File: src/rtl/shc_defines.vh
// constants for the sensor hub slot configuration and status block
// assumes word-wide register access; byte address is four times the index
`ifndef SHC_DEFINES_VH
`define SHC_DEFINES_VH

// register indices (byte address = index * 4)
`define SHC_IDX_S2_ADDR 8'h18
`define SHC_IDX_S2_TGT 8'h19
`define SHC_IDX_S2_CFG 8'h1A
`define SHC_IDX_S3_ADDR 8'h1B
`define SHC_IDX_S3_TGT 8'h1C
`define SHC_IDX_S3_CFG 8'h1D
`define SHC_IDX_S4_ADDR 8'h1E
`define SHC_IDX_S4_TGT 8'h1F
`define SHC_IDX_S4_CFG 8'h20
`define SHC_IDX_S1_WBYTE 8'h21
`define SHC_IDX_STATUS 8'h22
`define SHC_IDX_CTRL 8'h30
`define SHC_IDX_IRQ_STAT 8'h31
`define SHC_IDX_IRQ_MASK 8'h32

// address register fields
`define SHC_ADDR_RDEN_BIT 0
`define SHC_ADDR_MSB 7
`define SHC_ADDR_LSB 1

// config register fields
`define SHC_CFG_CNT_MSB 2
`define SHC_CFG_CNT_LSB 0
`define SHC_CFG_BATCH_BIT 3

// status register fields
`define SHC_ST_ENDOP_BIT 0
`define SHC_ST_NACK_LSB 3
`define SHC_ST_NACK_MSB 6
`define SHC_ST_WDONE_BIT 7

// control register fields
`define SHC_CTL_CNT_LSB 0
`define SHC_CTL_CNT_MSB 1
`define SHC_CTL_SWMODE_BIT 2
`define SHC_CTL_DIR_BIT 3

// interrupt status / mask fields
`define SHC_IRQ_ENDOP_BIT 0
`define SHC_IRQ_NACK_BIT 1
`define SHC_IRQ_WDONE_BIT 2
`define SHC_IRQ_W 3

// reset values
`define SHC_RST_BYTE 8'h00
`define SHC_RST_CFG 4'h0
`define SHC_RST_IRQ 3'h0
`define SHC_RST_CTRL 4'h0

`endif

File: src/rtl/shc_regs.v
// sensor hub slot configuration and hub status, AHB-Lite register slave
// assumes the hub engine is on mclk_i and gives one-cycle event pulses
// reads take one wait state; writes finish in a single data phase
// event inputs share mclk_i, so they need no synchroniser
`timescale 1ns/1ps
`include "shc_defines.vh"

module shc_regs (
    input wire mclk_i,
    input wire rstn_i,
    // ahb-lite slave
    input wire hsel_i,
    input wire [31:0] haddr_i,
    input wire [1:0] htrans_i,
    input wire hwrite_i,
    input wire [2:0] hsize_i,
    input wire [31:0] hwdata_i,
    input wire hready_i,
    output reg hreadyout_o,
    output reg hresp_o,
    output reg [31:0] hrdata_o,
    // hub engine events
    input wire cycle_start_i,
    input wire op_done_i,
    input wire write_done_i,
    input wire [3:0] noack_i,
    // configuration toward the hub engine
    output wire [7:0] sensor2_addr_o,
    output wire [7:0] sensor2_target_reg_field_o,
    output wire [3:0] sensor2_cfg_o,
    output wire [7:0] sensor3_addr_o,
    output wire [7:0] sensor3_target_o,
    output wire [3:0] sensor3_cfg_o,
    output wire [7:0] sensor4_addr_o,
    output wire [7:0] sensor4_target_o,
    output wire [3:0] sensor4_cfg_o,
    output reg [7:0] sensor1_write_value_o,
    output reg [1:0] sensor_count_select_o,
    output reg single_write_mode_o,
    output reg sensor1_dir_o,
    output reg [3:0] sensor_active_o,
    output reg sensor1_write_req_o,
    output reg irq_o
);

    // control reset word, taken apart field by field below
    localparam [3:0] CTRL_RST = `SHC_RST_CTRL;

    // address phase capture
    reg wr_pend_q;
    reg rd_pend_q;
    reg [7:0] idx_q;
    reg map_q;
    // status bits
    reg endop_q;
    reg [3:0] noack_q;
    reg wdone_q;
    // interrupts
    reg [2:0] irq_stat_q;
    reg [2:0] irq_mask_q;

    // decoded strobes and read path
    wire accept;
    wire [7:0] wbyte;
    wire we_s2a;
    wire we_s2t;
    wire we_s2c;
    wire we_s3a;
    wire we_s3t;
    wire we_s3c;
    wire we_s4a;
    wire we_s4t;
    wire we_s4c;
    wire we_wb;
    wire we_ctl;
    wire we_ist;
    wire we_imk;
    wire [2:0] irq_evt;
    wire [7:0] status_byte;
    wire [7:0] ctrl_byte;
    reg [7:0] rd_byte;

    // only trans types nonseq/seq start a transfer; size is not checked
    assign accept = hsel_i & htrans_i[1] & hready_i;
    assign wbyte = hwdata_i[7:0];

    // write strobes during the data phase
    // status and unknown indices decode to no strobe, so writes drop
    assign we_s2a = wr_pend_q & map_q & (idx_q == `SHC_IDX_S2_ADDR);
    assign we_s2t = wr_pend_q & map_q & (idx_q == `SHC_IDX_S2_TGT);
    assign we_s2c = wr_pend_q & map_q & (idx_q == `SHC_IDX_S2_CFG);
    assign we_s3a = wr_pend_q & map_q & (idx_q == `SHC_IDX_S3_ADDR);
    assign we_s3t = wr_pend_q & map_q & (idx_q == `SHC_IDX_S3_TGT);
    assign we_s3c = wr_pend_q & map_q & (idx_q == `SHC_IDX_S3_CFG);
    assign we_s4a = wr_pend_q & map_q & (idx_q == `SHC_IDX_S4_ADDR);
    assign we_s4t = wr_pend_q & map_q & (idx_q == `SHC_IDX_S4_TGT);
    assign we_s4c = wr_pend_q & map_q & (idx_q == `SHC_IDX_S4_CFG);
    assign we_wb = wr_pend_q & map_q & (idx_q == `SHC_IDX_S1_WBYTE);
    assign we_ctl = wr_pend_q & map_q & (idx_q == `SHC_IDX_CTRL);
    assign we_ist = wr_pend_q & map_q & (idx_q == `SHC_IDX_IRQ_STAT);
    assign we_imk = wr_pend_q & map_q & (idx_q == `SHC_IDX_IRQ_MASK);

    // bus phase tracking; reads take one wait state so a write just
    // before them is already stored when the data is sampled
    always @(posedge mclk_i or negedge rstn_i)
    begin
        if (!rstn_i)
        begin
            wr_pend_q <= 1'b0;
            rd_pend_q <= 1'b0;
            idx_q <= 8'h00;
            map_q <= 1'b0;
            hreadyout_o <= 1'b1;
            hresp_o <= 1'b0;
            hrdata_o <= 32'h00000000;
        end
        else
        begin
            hresp_o <= 1'b0; // always okay
            // second read cycle: hand over the byte, end the wait
            if (rd_pend_q)
            begin
                hrdata_o <= {24'h000000, rd_byte};
                hreadyout_o <= 1'b1;
                rd_pend_q <= 1'b0;
            end
            else
            begin
                // address phases are only taken while no read waits
                wr_pend_q <= accept & hwrite_i;
                if (accept)
                begin
                    idx_q <= haddr_i[9:2];
                    map_q <= (haddr_i[31:10] == 22'h000000);
                end
                if (accept & ~hwrite_i)
                begin
                    rd_pend_q <= 1'b1;
                    hreadyout_o <= 1'b0;
                end
            end
        end
    end

    // three identical slots for sensors two to four
    // bit 0 of each address byte is that sensor's read enable
    shc_sensor_slot u_slot2 (
        .mclk_i(mclk_i),
        .rstn_i(rstn_i),
        .addr_we_i(we_s2a),
        .tgt_we_i(we_s2t),
        .cfg_we_i(we_s2c),
        .wdata_i(wbyte),
        .addr_q_o(sensor2_addr_o),
        .tgt_q_o(sensor2_target_reg_field_o),
        .cfg_q_o(sensor2_cfg_o)
    );

    shc_sensor_slot u_slot3 (
        .mclk_i(mclk_i),
        .rstn_i(rstn_i),
        .addr_we_i(we_s3a),
        .tgt_we_i(we_s3t),
        .cfg_we_i(we_s3c),
        .wdata_i(wbyte),
        .addr_q_o(sensor3_addr_o),
        .tgt_q_o(sensor3_target_o),
        .cfg_q_o(sensor3_cfg_o)
    );

    shc_sensor_slot u_slot4 (
        .mclk_i(mclk_i),
        .rstn_i(rstn_i),
        .addr_we_i(we_s4a),
        .tgt_we_i(we_s4t),
        .cfg_we_i(we_s4c),
        .wdata_i(wbyte),
        .addr_q_o(sensor4_addr_o),
        .tgt_q_o(sensor4_target_o),
        .cfg_q_o(sensor4_cfg_o)
    );

    // sensor one write byte and hub control bits
    always @(posedge mclk_i or negedge rstn_i)
    begin
        if (!rstn_i)
        begin
            sensor1_write_value_o <= `SHC_RST_BYTE;
            sensor_count_select_o <=
                CTRL_RST[`SHC_CTL_CNT_MSB:`SHC_CTL_CNT_LSB];
            single_write_mode_o <= CTRL_RST[`SHC_CTL_SWMODE_BIT];
            sensor1_dir_o <= CTRL_RST[`SHC_CTL_DIR_BIT];
        end
        else
        begin
            if (we_wb)
                sensor1_write_value_o <= wbyte;
            // all control fields land together from one write
            if (we_ctl)
            begin
                sensor_count_select_o <=
                    wbyte[`SHC_CTL_CNT_MSB:`SHC_CTL_CNT_LSB];
                single_write_mode_o <= wbyte[`SHC_CTL_SWMODE_BIT];
                sensor1_dir_o <= wbyte[`SHC_CTL_DIR_BIT];
            end
        end
    end

    // which sensors the engine services, and whether sensor one writes;
    // a read-enabled slot outside the selected count stays idle
    always @(posedge mclk_i or negedge rstn_i)
    begin
        if (!rstn_i)
        begin
            sensor_active_o <= 4'h0;
            sensor1_write_req_o <= 1'b0;
        end
        else
        begin
            // sensor one is serviced in every hub cycle
            sensor_active_o[0] <= 1'b1;
            sensor_active_o[1] <= (sensor_count_select_o >= 2'b01) &
                sensor2_addr_o[`SHC_ADDR_RDEN_BIT];
            sensor_active_o[2] <= (sensor_count_select_o >= 2'b10) &
                sensor3_addr_o[`SHC_ADDR_RDEN_BIT];
            sensor_active_o[3] <= (sensor_count_select_o == 2'b11) &
                sensor4_addr_o[`SHC_ADDR_RDEN_BIT];
            // write each cycle while sensor1_dir_o is low, unless the single write is already done
            sensor1_write_req_o <= ~sensor1_dir_o &
                ~(single_write_mode_o & wdone_q);
        end
    end

    // hub status; hardware sets win over the cycle-start clear
    always @(posedge mclk_i or negedge rstn_i)
    begin
        if (!rstn_i)
        begin
            endop_q <= 1'b0;
            noack_q <= 4'h0;
            wdone_q <= 1'b0;
        end
        else
        begin
            // end of operation holds until the next cycle starts
            if (op_done_i)
                endop_q <= 1'b1;
            else if (cycle_start_i)
                endop_q <= 1'b0;
            // a flag raised in the clearing cycle survives the clear
            noack_q <= noack_i | (cycle_start_i ? 4'h0 : noack_q);
            // done only counts in single write mode; leaving it re-arms
            if (single_write_mode_o & write_done_i & ~sensor1_dir_o)
                wdone_q <= 1'b1;
            else if (~single_write_mode_o)
                wdone_q <= 1'b0;
        end
    end

    // packed status view; bits between end-of-op and flags read zero
    assign status_byte[`SHC_ST_ENDOP_BIT] = endop_q;
    assign status_byte[`SHC_ST_NACK_LSB-1:`SHC_ST_ENDOP_BIT+1] = 2'b00;
    assign status_byte[`SHC_ST_NACK_MSB:`SHC_ST_NACK_LSB] = noack_q;
    assign status_byte[`SHC_ST_WDONE_BIT] = wdone_q;

    // control readback, same layout as the write
    assign ctrl_byte[`SHC_CTL_CNT_MSB:`SHC_CTL_CNT_LSB] =
        sensor_count_select_o;
    assign ctrl_byte[`SHC_CTL_SWMODE_BIT] = single_write_mode_o;
    assign ctrl_byte[`SHC_CTL_DIR_BIT] = sensor1_dir_o;
    assign ctrl_byte[7:`SHC_CTL_DIR_BIT+1] = 4'h0;

    // interrupt events: rising of each status source
    // events are edges, so a flag that stays set raises no new one
    assign irq_evt[`SHC_IRQ_ENDOP_BIT] = op_done_i & ~endop_q;
    assign irq_evt[`SHC_IRQ_NACK_BIT] = |(noack_i & ~noack_q);
    assign irq_evt[`SHC_IRQ_WDONE_BIT] = single_write_mode_o &
        write_done_i & ~sensor1_dir_o & ~wdone_q;

    // sticky interrupt status, write one to clear, set wins
    always @(posedge mclk_i or negedge rstn_i)
    begin
        if (!rstn_i)
        begin
            irq_stat_q <= `SHC_RST_IRQ;
            irq_mask_q <= `SHC_RST_IRQ;
            irq_o <= 1'b0;
        end
        else
        begin
            irq_stat_q <= irq_evt |
                (irq_stat_q & ~(we_ist ? wbyte[2:0] : 3'b000));
            if (we_imk)
                irq_mask_q <= wbyte[2:0];
            // level output, one cycle behind the status and mask
            irq_o <= |(irq_stat_q & irq_mask_q);
        end
    end

    // read mux; status is read only, unmapped reads as zero
    // unstored config bits and gaps in the map read back as zero
    always @*
    begin
        rd_byte = 8'h00;
        if (map_q)
        begin
            case (idx_q)
                `SHC_IDX_S2_ADDR: rd_byte = sensor2_addr_o;
                `SHC_IDX_S2_TGT: rd_byte = sensor2_target_reg_field_o;
                `SHC_IDX_S2_CFG: rd_byte = {4'h0, sensor2_cfg_o};
                `SHC_IDX_S3_ADDR: rd_byte = sensor3_addr_o;
                `SHC_IDX_S3_TGT: rd_byte = sensor3_target_o;
                `SHC_IDX_S3_CFG: rd_byte = {4'h0, sensor3_cfg_o};
                `SHC_IDX_S4_ADDR: rd_byte = sensor4_addr_o;
                `SHC_IDX_S4_TGT: rd_byte = sensor4_target_o;
                `SHC_IDX_S4_CFG: rd_byte = {4'h0, sensor4_cfg_o};
                `SHC_IDX_S1_WBYTE: rd_byte = sensor1_write_value_o;
                `SHC_IDX_STATUS: rd_byte = status_byte;
                `SHC_IDX_CTRL: rd_byte = ctrl_byte;
                `SHC_IDX_IRQ_STAT: rd_byte = {5'h00, irq_stat_q};
                `SHC_IDX_IRQ_MASK: rd_byte = {5'h00, irq_mask_q};
                default: rd_byte = 8'h00;
            endcase
        end
    end

endmodule // shc_regs

File: src/rtl/shc_sensor_slot.v
// one configuration slot: bus address, target register and read config
// assumes write strobes arrive one cycle wide from the bus slave
`timescale 1ns/1ps
`include "shc_defines.vh"

module shc_sensor_slot (
    input wire mclk_i,
    input wire rstn_i,
    input wire addr_we_i,
    input wire tgt_we_i,
    input wire cfg_we_i,
    input wire [7:0] wdata_i,
    output reg [7:0] addr_q_o,
    output reg [7:0] tgt_q_o,
    output reg [3:0] cfg_q_o
);

    // plain storage; upper config nibble is never kept
    always @(posedge mclk_i or negedge rstn_i)
    begin
        if (!rstn_i)
        begin
            addr_q_o <= `SHC_RST_BYTE;
            tgt_q_o <= `SHC_RST_BYTE;
            cfg_q_o <= `SHC_RST_CFG;
        end
        else
        begin
            if (addr_we_i)
                addr_q_o <= wdata_i;
            if (tgt_we_i)
                tgt_q_o <= wdata_i;
            if (cfg_we_i)
                cfg_q_o <= wdata_i[3:0];
        end
    end

endmodule // shc_sensor_slot

File: config.mk
export PLATFORM = sky130hd
export DESIGN_NAME = shc_regs
export DESIGN_NICKNAME = d
export VERILOG_FILES = /design/src/rtl/shc_regs.v /design/src/rtl/shc_sensor_slot.v
export VERILOG_INCLUDE_DIRS = /design/src /design/src/rtl
export SDC_FILE = /design/constraint.sdc
export NUM_CORES = 1
export LEC_CHECK = 0
export ABC_AREA = 1
export BUFFER_PORTS_ARGS = -buffer_cell sky130_fd_sc_hd__buf_4
export CAP_MARGIN = 25
export CORE_MARGIN = 3
export CORE_UTILIZATION = 45
export DETAILED_ROUTE_END_ITERATION = 7
export GPL_TIMING_DRIVEN = 0
export PLACE_DENSITY = 0.73
export SLEW_MARGIN = 20
export SYNTH_ARGS = -nofsm -noshare
export SYNTH_HDL_FRONTEND = slang
export SYNTH_HIERARCHICAL = 1
export SYNTH_SLANG_ARGS = --single-unit
File: constraint.sdc
create_clock -name mclk_i -period 1.9 [get_ports mclk_i]
set_clock_uncertainty 0.15 [all_clocks]
set_input_delay 0.38 -clock mclk_i [delete_from_list [all_inputs] [get_ports mclk_i]]
set_output_delay 0.38 -clock mclk_i [all_outputs]
set_load 0.05 [all_outputs]
==> impl_metrics.ini <==
[floorplan]
dieArea_mm2 = 0.0135
die_w_um = 116
num_rows = 39
start_util_pct = 46.9
core_mm2 = 0.0116
die_h_um = 116
ioPinCount = 193

[routing]
firstDrtPassIters = 5
wl_met3_um = 1250
wl_per_cell_um = 17.0
met1Wirelength_um = 7640
highest_layer = met4
first_iter_violations = 471
ant_nets = 0
dr_wl_met2_um = 8450
routed_via_density = 5.20
drc_errors = 0
wirelength_um = 17600
vias = 5401

[worst_setup_path]
cp.required_ns = 2.04
arrival_ns = 1.96
critPathKind = flop to flop
start_kind = flop
endpoint_kind = flop
path_max_fanout = 10

[global_route]
grtUsageTotal_pct = 26.1
antenna_found_initial = 0
grt_max_degree = 111
grt_pass1_vias = 5058
grt_pass1_wl_um = 27000
overflow = 0

[logic_synthesis]
synth_fa_ha_area_share_pct = 0
synth_area_per_cell_um2 = 7.72
synth_enable_flop_cells = 0
async_flop_share_pct = 100
synth_compound_area_share_pct = 4.62
synth_top_area_share_pct = 50.1
muxShareOfSynthArea_pct = 0.620
ys_seq_area_share_pct = 50.5
synth_top_family_by_area = simple AND/OR/NAND/NOR gates
synth_cells = 706
ys_types = 32
synth_area_mm2 = 0.00545
synth-xor-area-share_pct = 0
synth_flop_cell = dfrtp_1
yosys_warnings = 6
synthTopCellsByArea = dfrtp_1, nand2_1, nand3_1
ys_seq_elements = 110
yosys.area.top_type = dfrtp_1
synth_simple_gate_area_share_pct = 34.5

[timing]
rsz0062_at_grt = true
whs_ns = -0.00269
period_minus_slack_ns = 1.83
setup_tns_ns = 0
setup_slack_ns = 0.0734
max_freq_ghz = 0.547
finalCritPeriodShare_pct = 96.1
drv_slew = 0
setup_viol = 0
hold_viol_final = 1
worst_slew_pin_slew_ns = 0.874
maxSlewHeadroom_pct = 41.7

[clocking]
path_clk_slew_ns = 0.07
cts-htree-levels = 3
cts.path.max_buffers = 2
cts_root_buf = clkbuf_16
cts_tree = yes
clkSinkCount = 110
cts_buffers = 9
worstSkewPairLatency_ns = 0.35
postCtsHoldBufs = 0

[run]
drv_cap = 0

[final_layout]
nNetsFinal = 972
final_common_cell = nand2_1
layout.cells.non_filler = 1038
final_core_util_pct = 62.6
area.growth.synth_to_final_pct = 33.5
antenna_cells = 0
final_cell_mix = nand2_1, buf_4, dfrtp_1
drive_gt1_share_pct = 29.6

[status]
violations = negative hold slack
status = finished, violations left

[place]
portBuffers = 137
dp_cells = 1010
place_ws_ns = -0.223
place_congestion = 0.944
dp_hpwl_um = 13100

[min_path]
hp-class = input pin to asynchronous set/reset pin

[power]
vdd_drop_max_v = 0.000417
power_density_mw_per_mm2 = 713
p_leak_nw = 3.71
-- flip-flops by register name (all words and copies together) (netlist names), 8 cells and up --
| register | cells |
|---|---|
| u_slot3/addr_q_o | 8 |
| u_slot4/addr_q_o | 8 |
| u_slot3/tgt_q_o | 8 |
| idx_q | 8 |
| hrdata_o | 8 |
| u_slot2/tgt_q_o | 8 |
| u_slot4/tgt_q_o | 8 |
| u_slot2/addr_q_o | 8 |
| sensor1_write_value_o | 8 |
-- Yosys cell counts, types with 2 or more instances --
cell / instances
nand2_1: 305
dfrtp_1: 109
nand3_1: 83
inv_1: 37
nor2_1: 36
o21ai_0: 35
buf_4: 31
inv_2: 13
buf_6: 6
nand2_2: 6
nor2_2: 6
buf_2: 5
nor4_1: 5
nor2_4: 4
o21a_1: 4
a21oi_1: 2
conb_1: 2
mux2_2: 2
o22ai_1: 2
-- metrics by stage --
stage	hold WS, ns	area (µm²)	power [mW]
floorplan	-0.0656	5540	2.92
global placement	0.295	6750	3.19
detailed placement	0.321	6750	3.21
CTS	0.0544	7080	5.11
global route	0.0622	7270	5.38
finish	-0.00269	7270	5.19
-- where the power goes --
part           switching [mW]  internal [mW]
registers              0.0371           2.39
logic                   0.579          0.273
clock network           0.857           1.06
-- per-layer routing --
layer  vias to the layer above  track usage (%)
met3                        25             2.72
met5                         -                0
met2                       240             42.6
li1                       2540                -
met4                         0             7.58
met1                      2596             37.1
-- logic make-up (layout without fill, tap and decap cells) --
group	count (synthesis)	count (layout)
flops	110	110
simple gates	450	450
compound gates	46	46
buf+inv	95	260
mux	3	3
other cells	2	26
-- worst max-delay path, stage by stage (launching register included) --
cell and delay (ns):
dfrtp_1 0.38, inv_2 0.08, nand2_4 0.08, nor2_4 0.13
buf_6 0.15, buf_4 0.14, buf_4 0.18, nand3_1 0.08
nand2_1 0.10, nor2_1 0.06, nand3_1 0.11, nand2_1 0.07
nand2_1 0.05
-- worst paths after layout --
path | from | end | slack, ns | depth (start not counted)
max | idx_q[6]$_DFFE_PN0P_ | hrdata_o[3]$_DFFE_PN0P_ | 0.07 | 12
min | rstn_i | u_slot2/cfg_q_o[3]$_DFFE_PN0P_ | -0.003 | 1
max reg2reg | idx_q[6]$_DFFE_PN0P_ | hrdata_o[3]$_DFFE_PN0P_ | 0.07 | 12
min reg2reg | endop_q$_DFFE_PN0P_ | irq_stat_q[0]$_DFF_PN0_ | 0.34 | 1
max in group asynchronous | rstn_i | hrdata_o[3]$_DFFE_PN0P_ | 1.00 | 1
min in group mclk_i | hwrite_i | rd_pend_q$_DFF_PN0_ | 0.05 | 2
-- timing repair --
action                     CTS  global route
pin swaps                    0             9
cloned                       0             0
gates resized for setup      8            36
setup endpoints to repair   40            66
setup buffers                3            11
-- final cells by class --
class,instances,area (µm²)
Multi-Input combinational cell,525,2370
Clock inverter,3,43.8
Tap cell,143,179
Fill cell,1075,4340
Buffer,43,347
Timing Repair Buffer,151,1140
Inverter,51,191
Sequential cell,110,2750
Clock buffer,12,246
No activity file was read; power rests on OpenSTA's default activity.
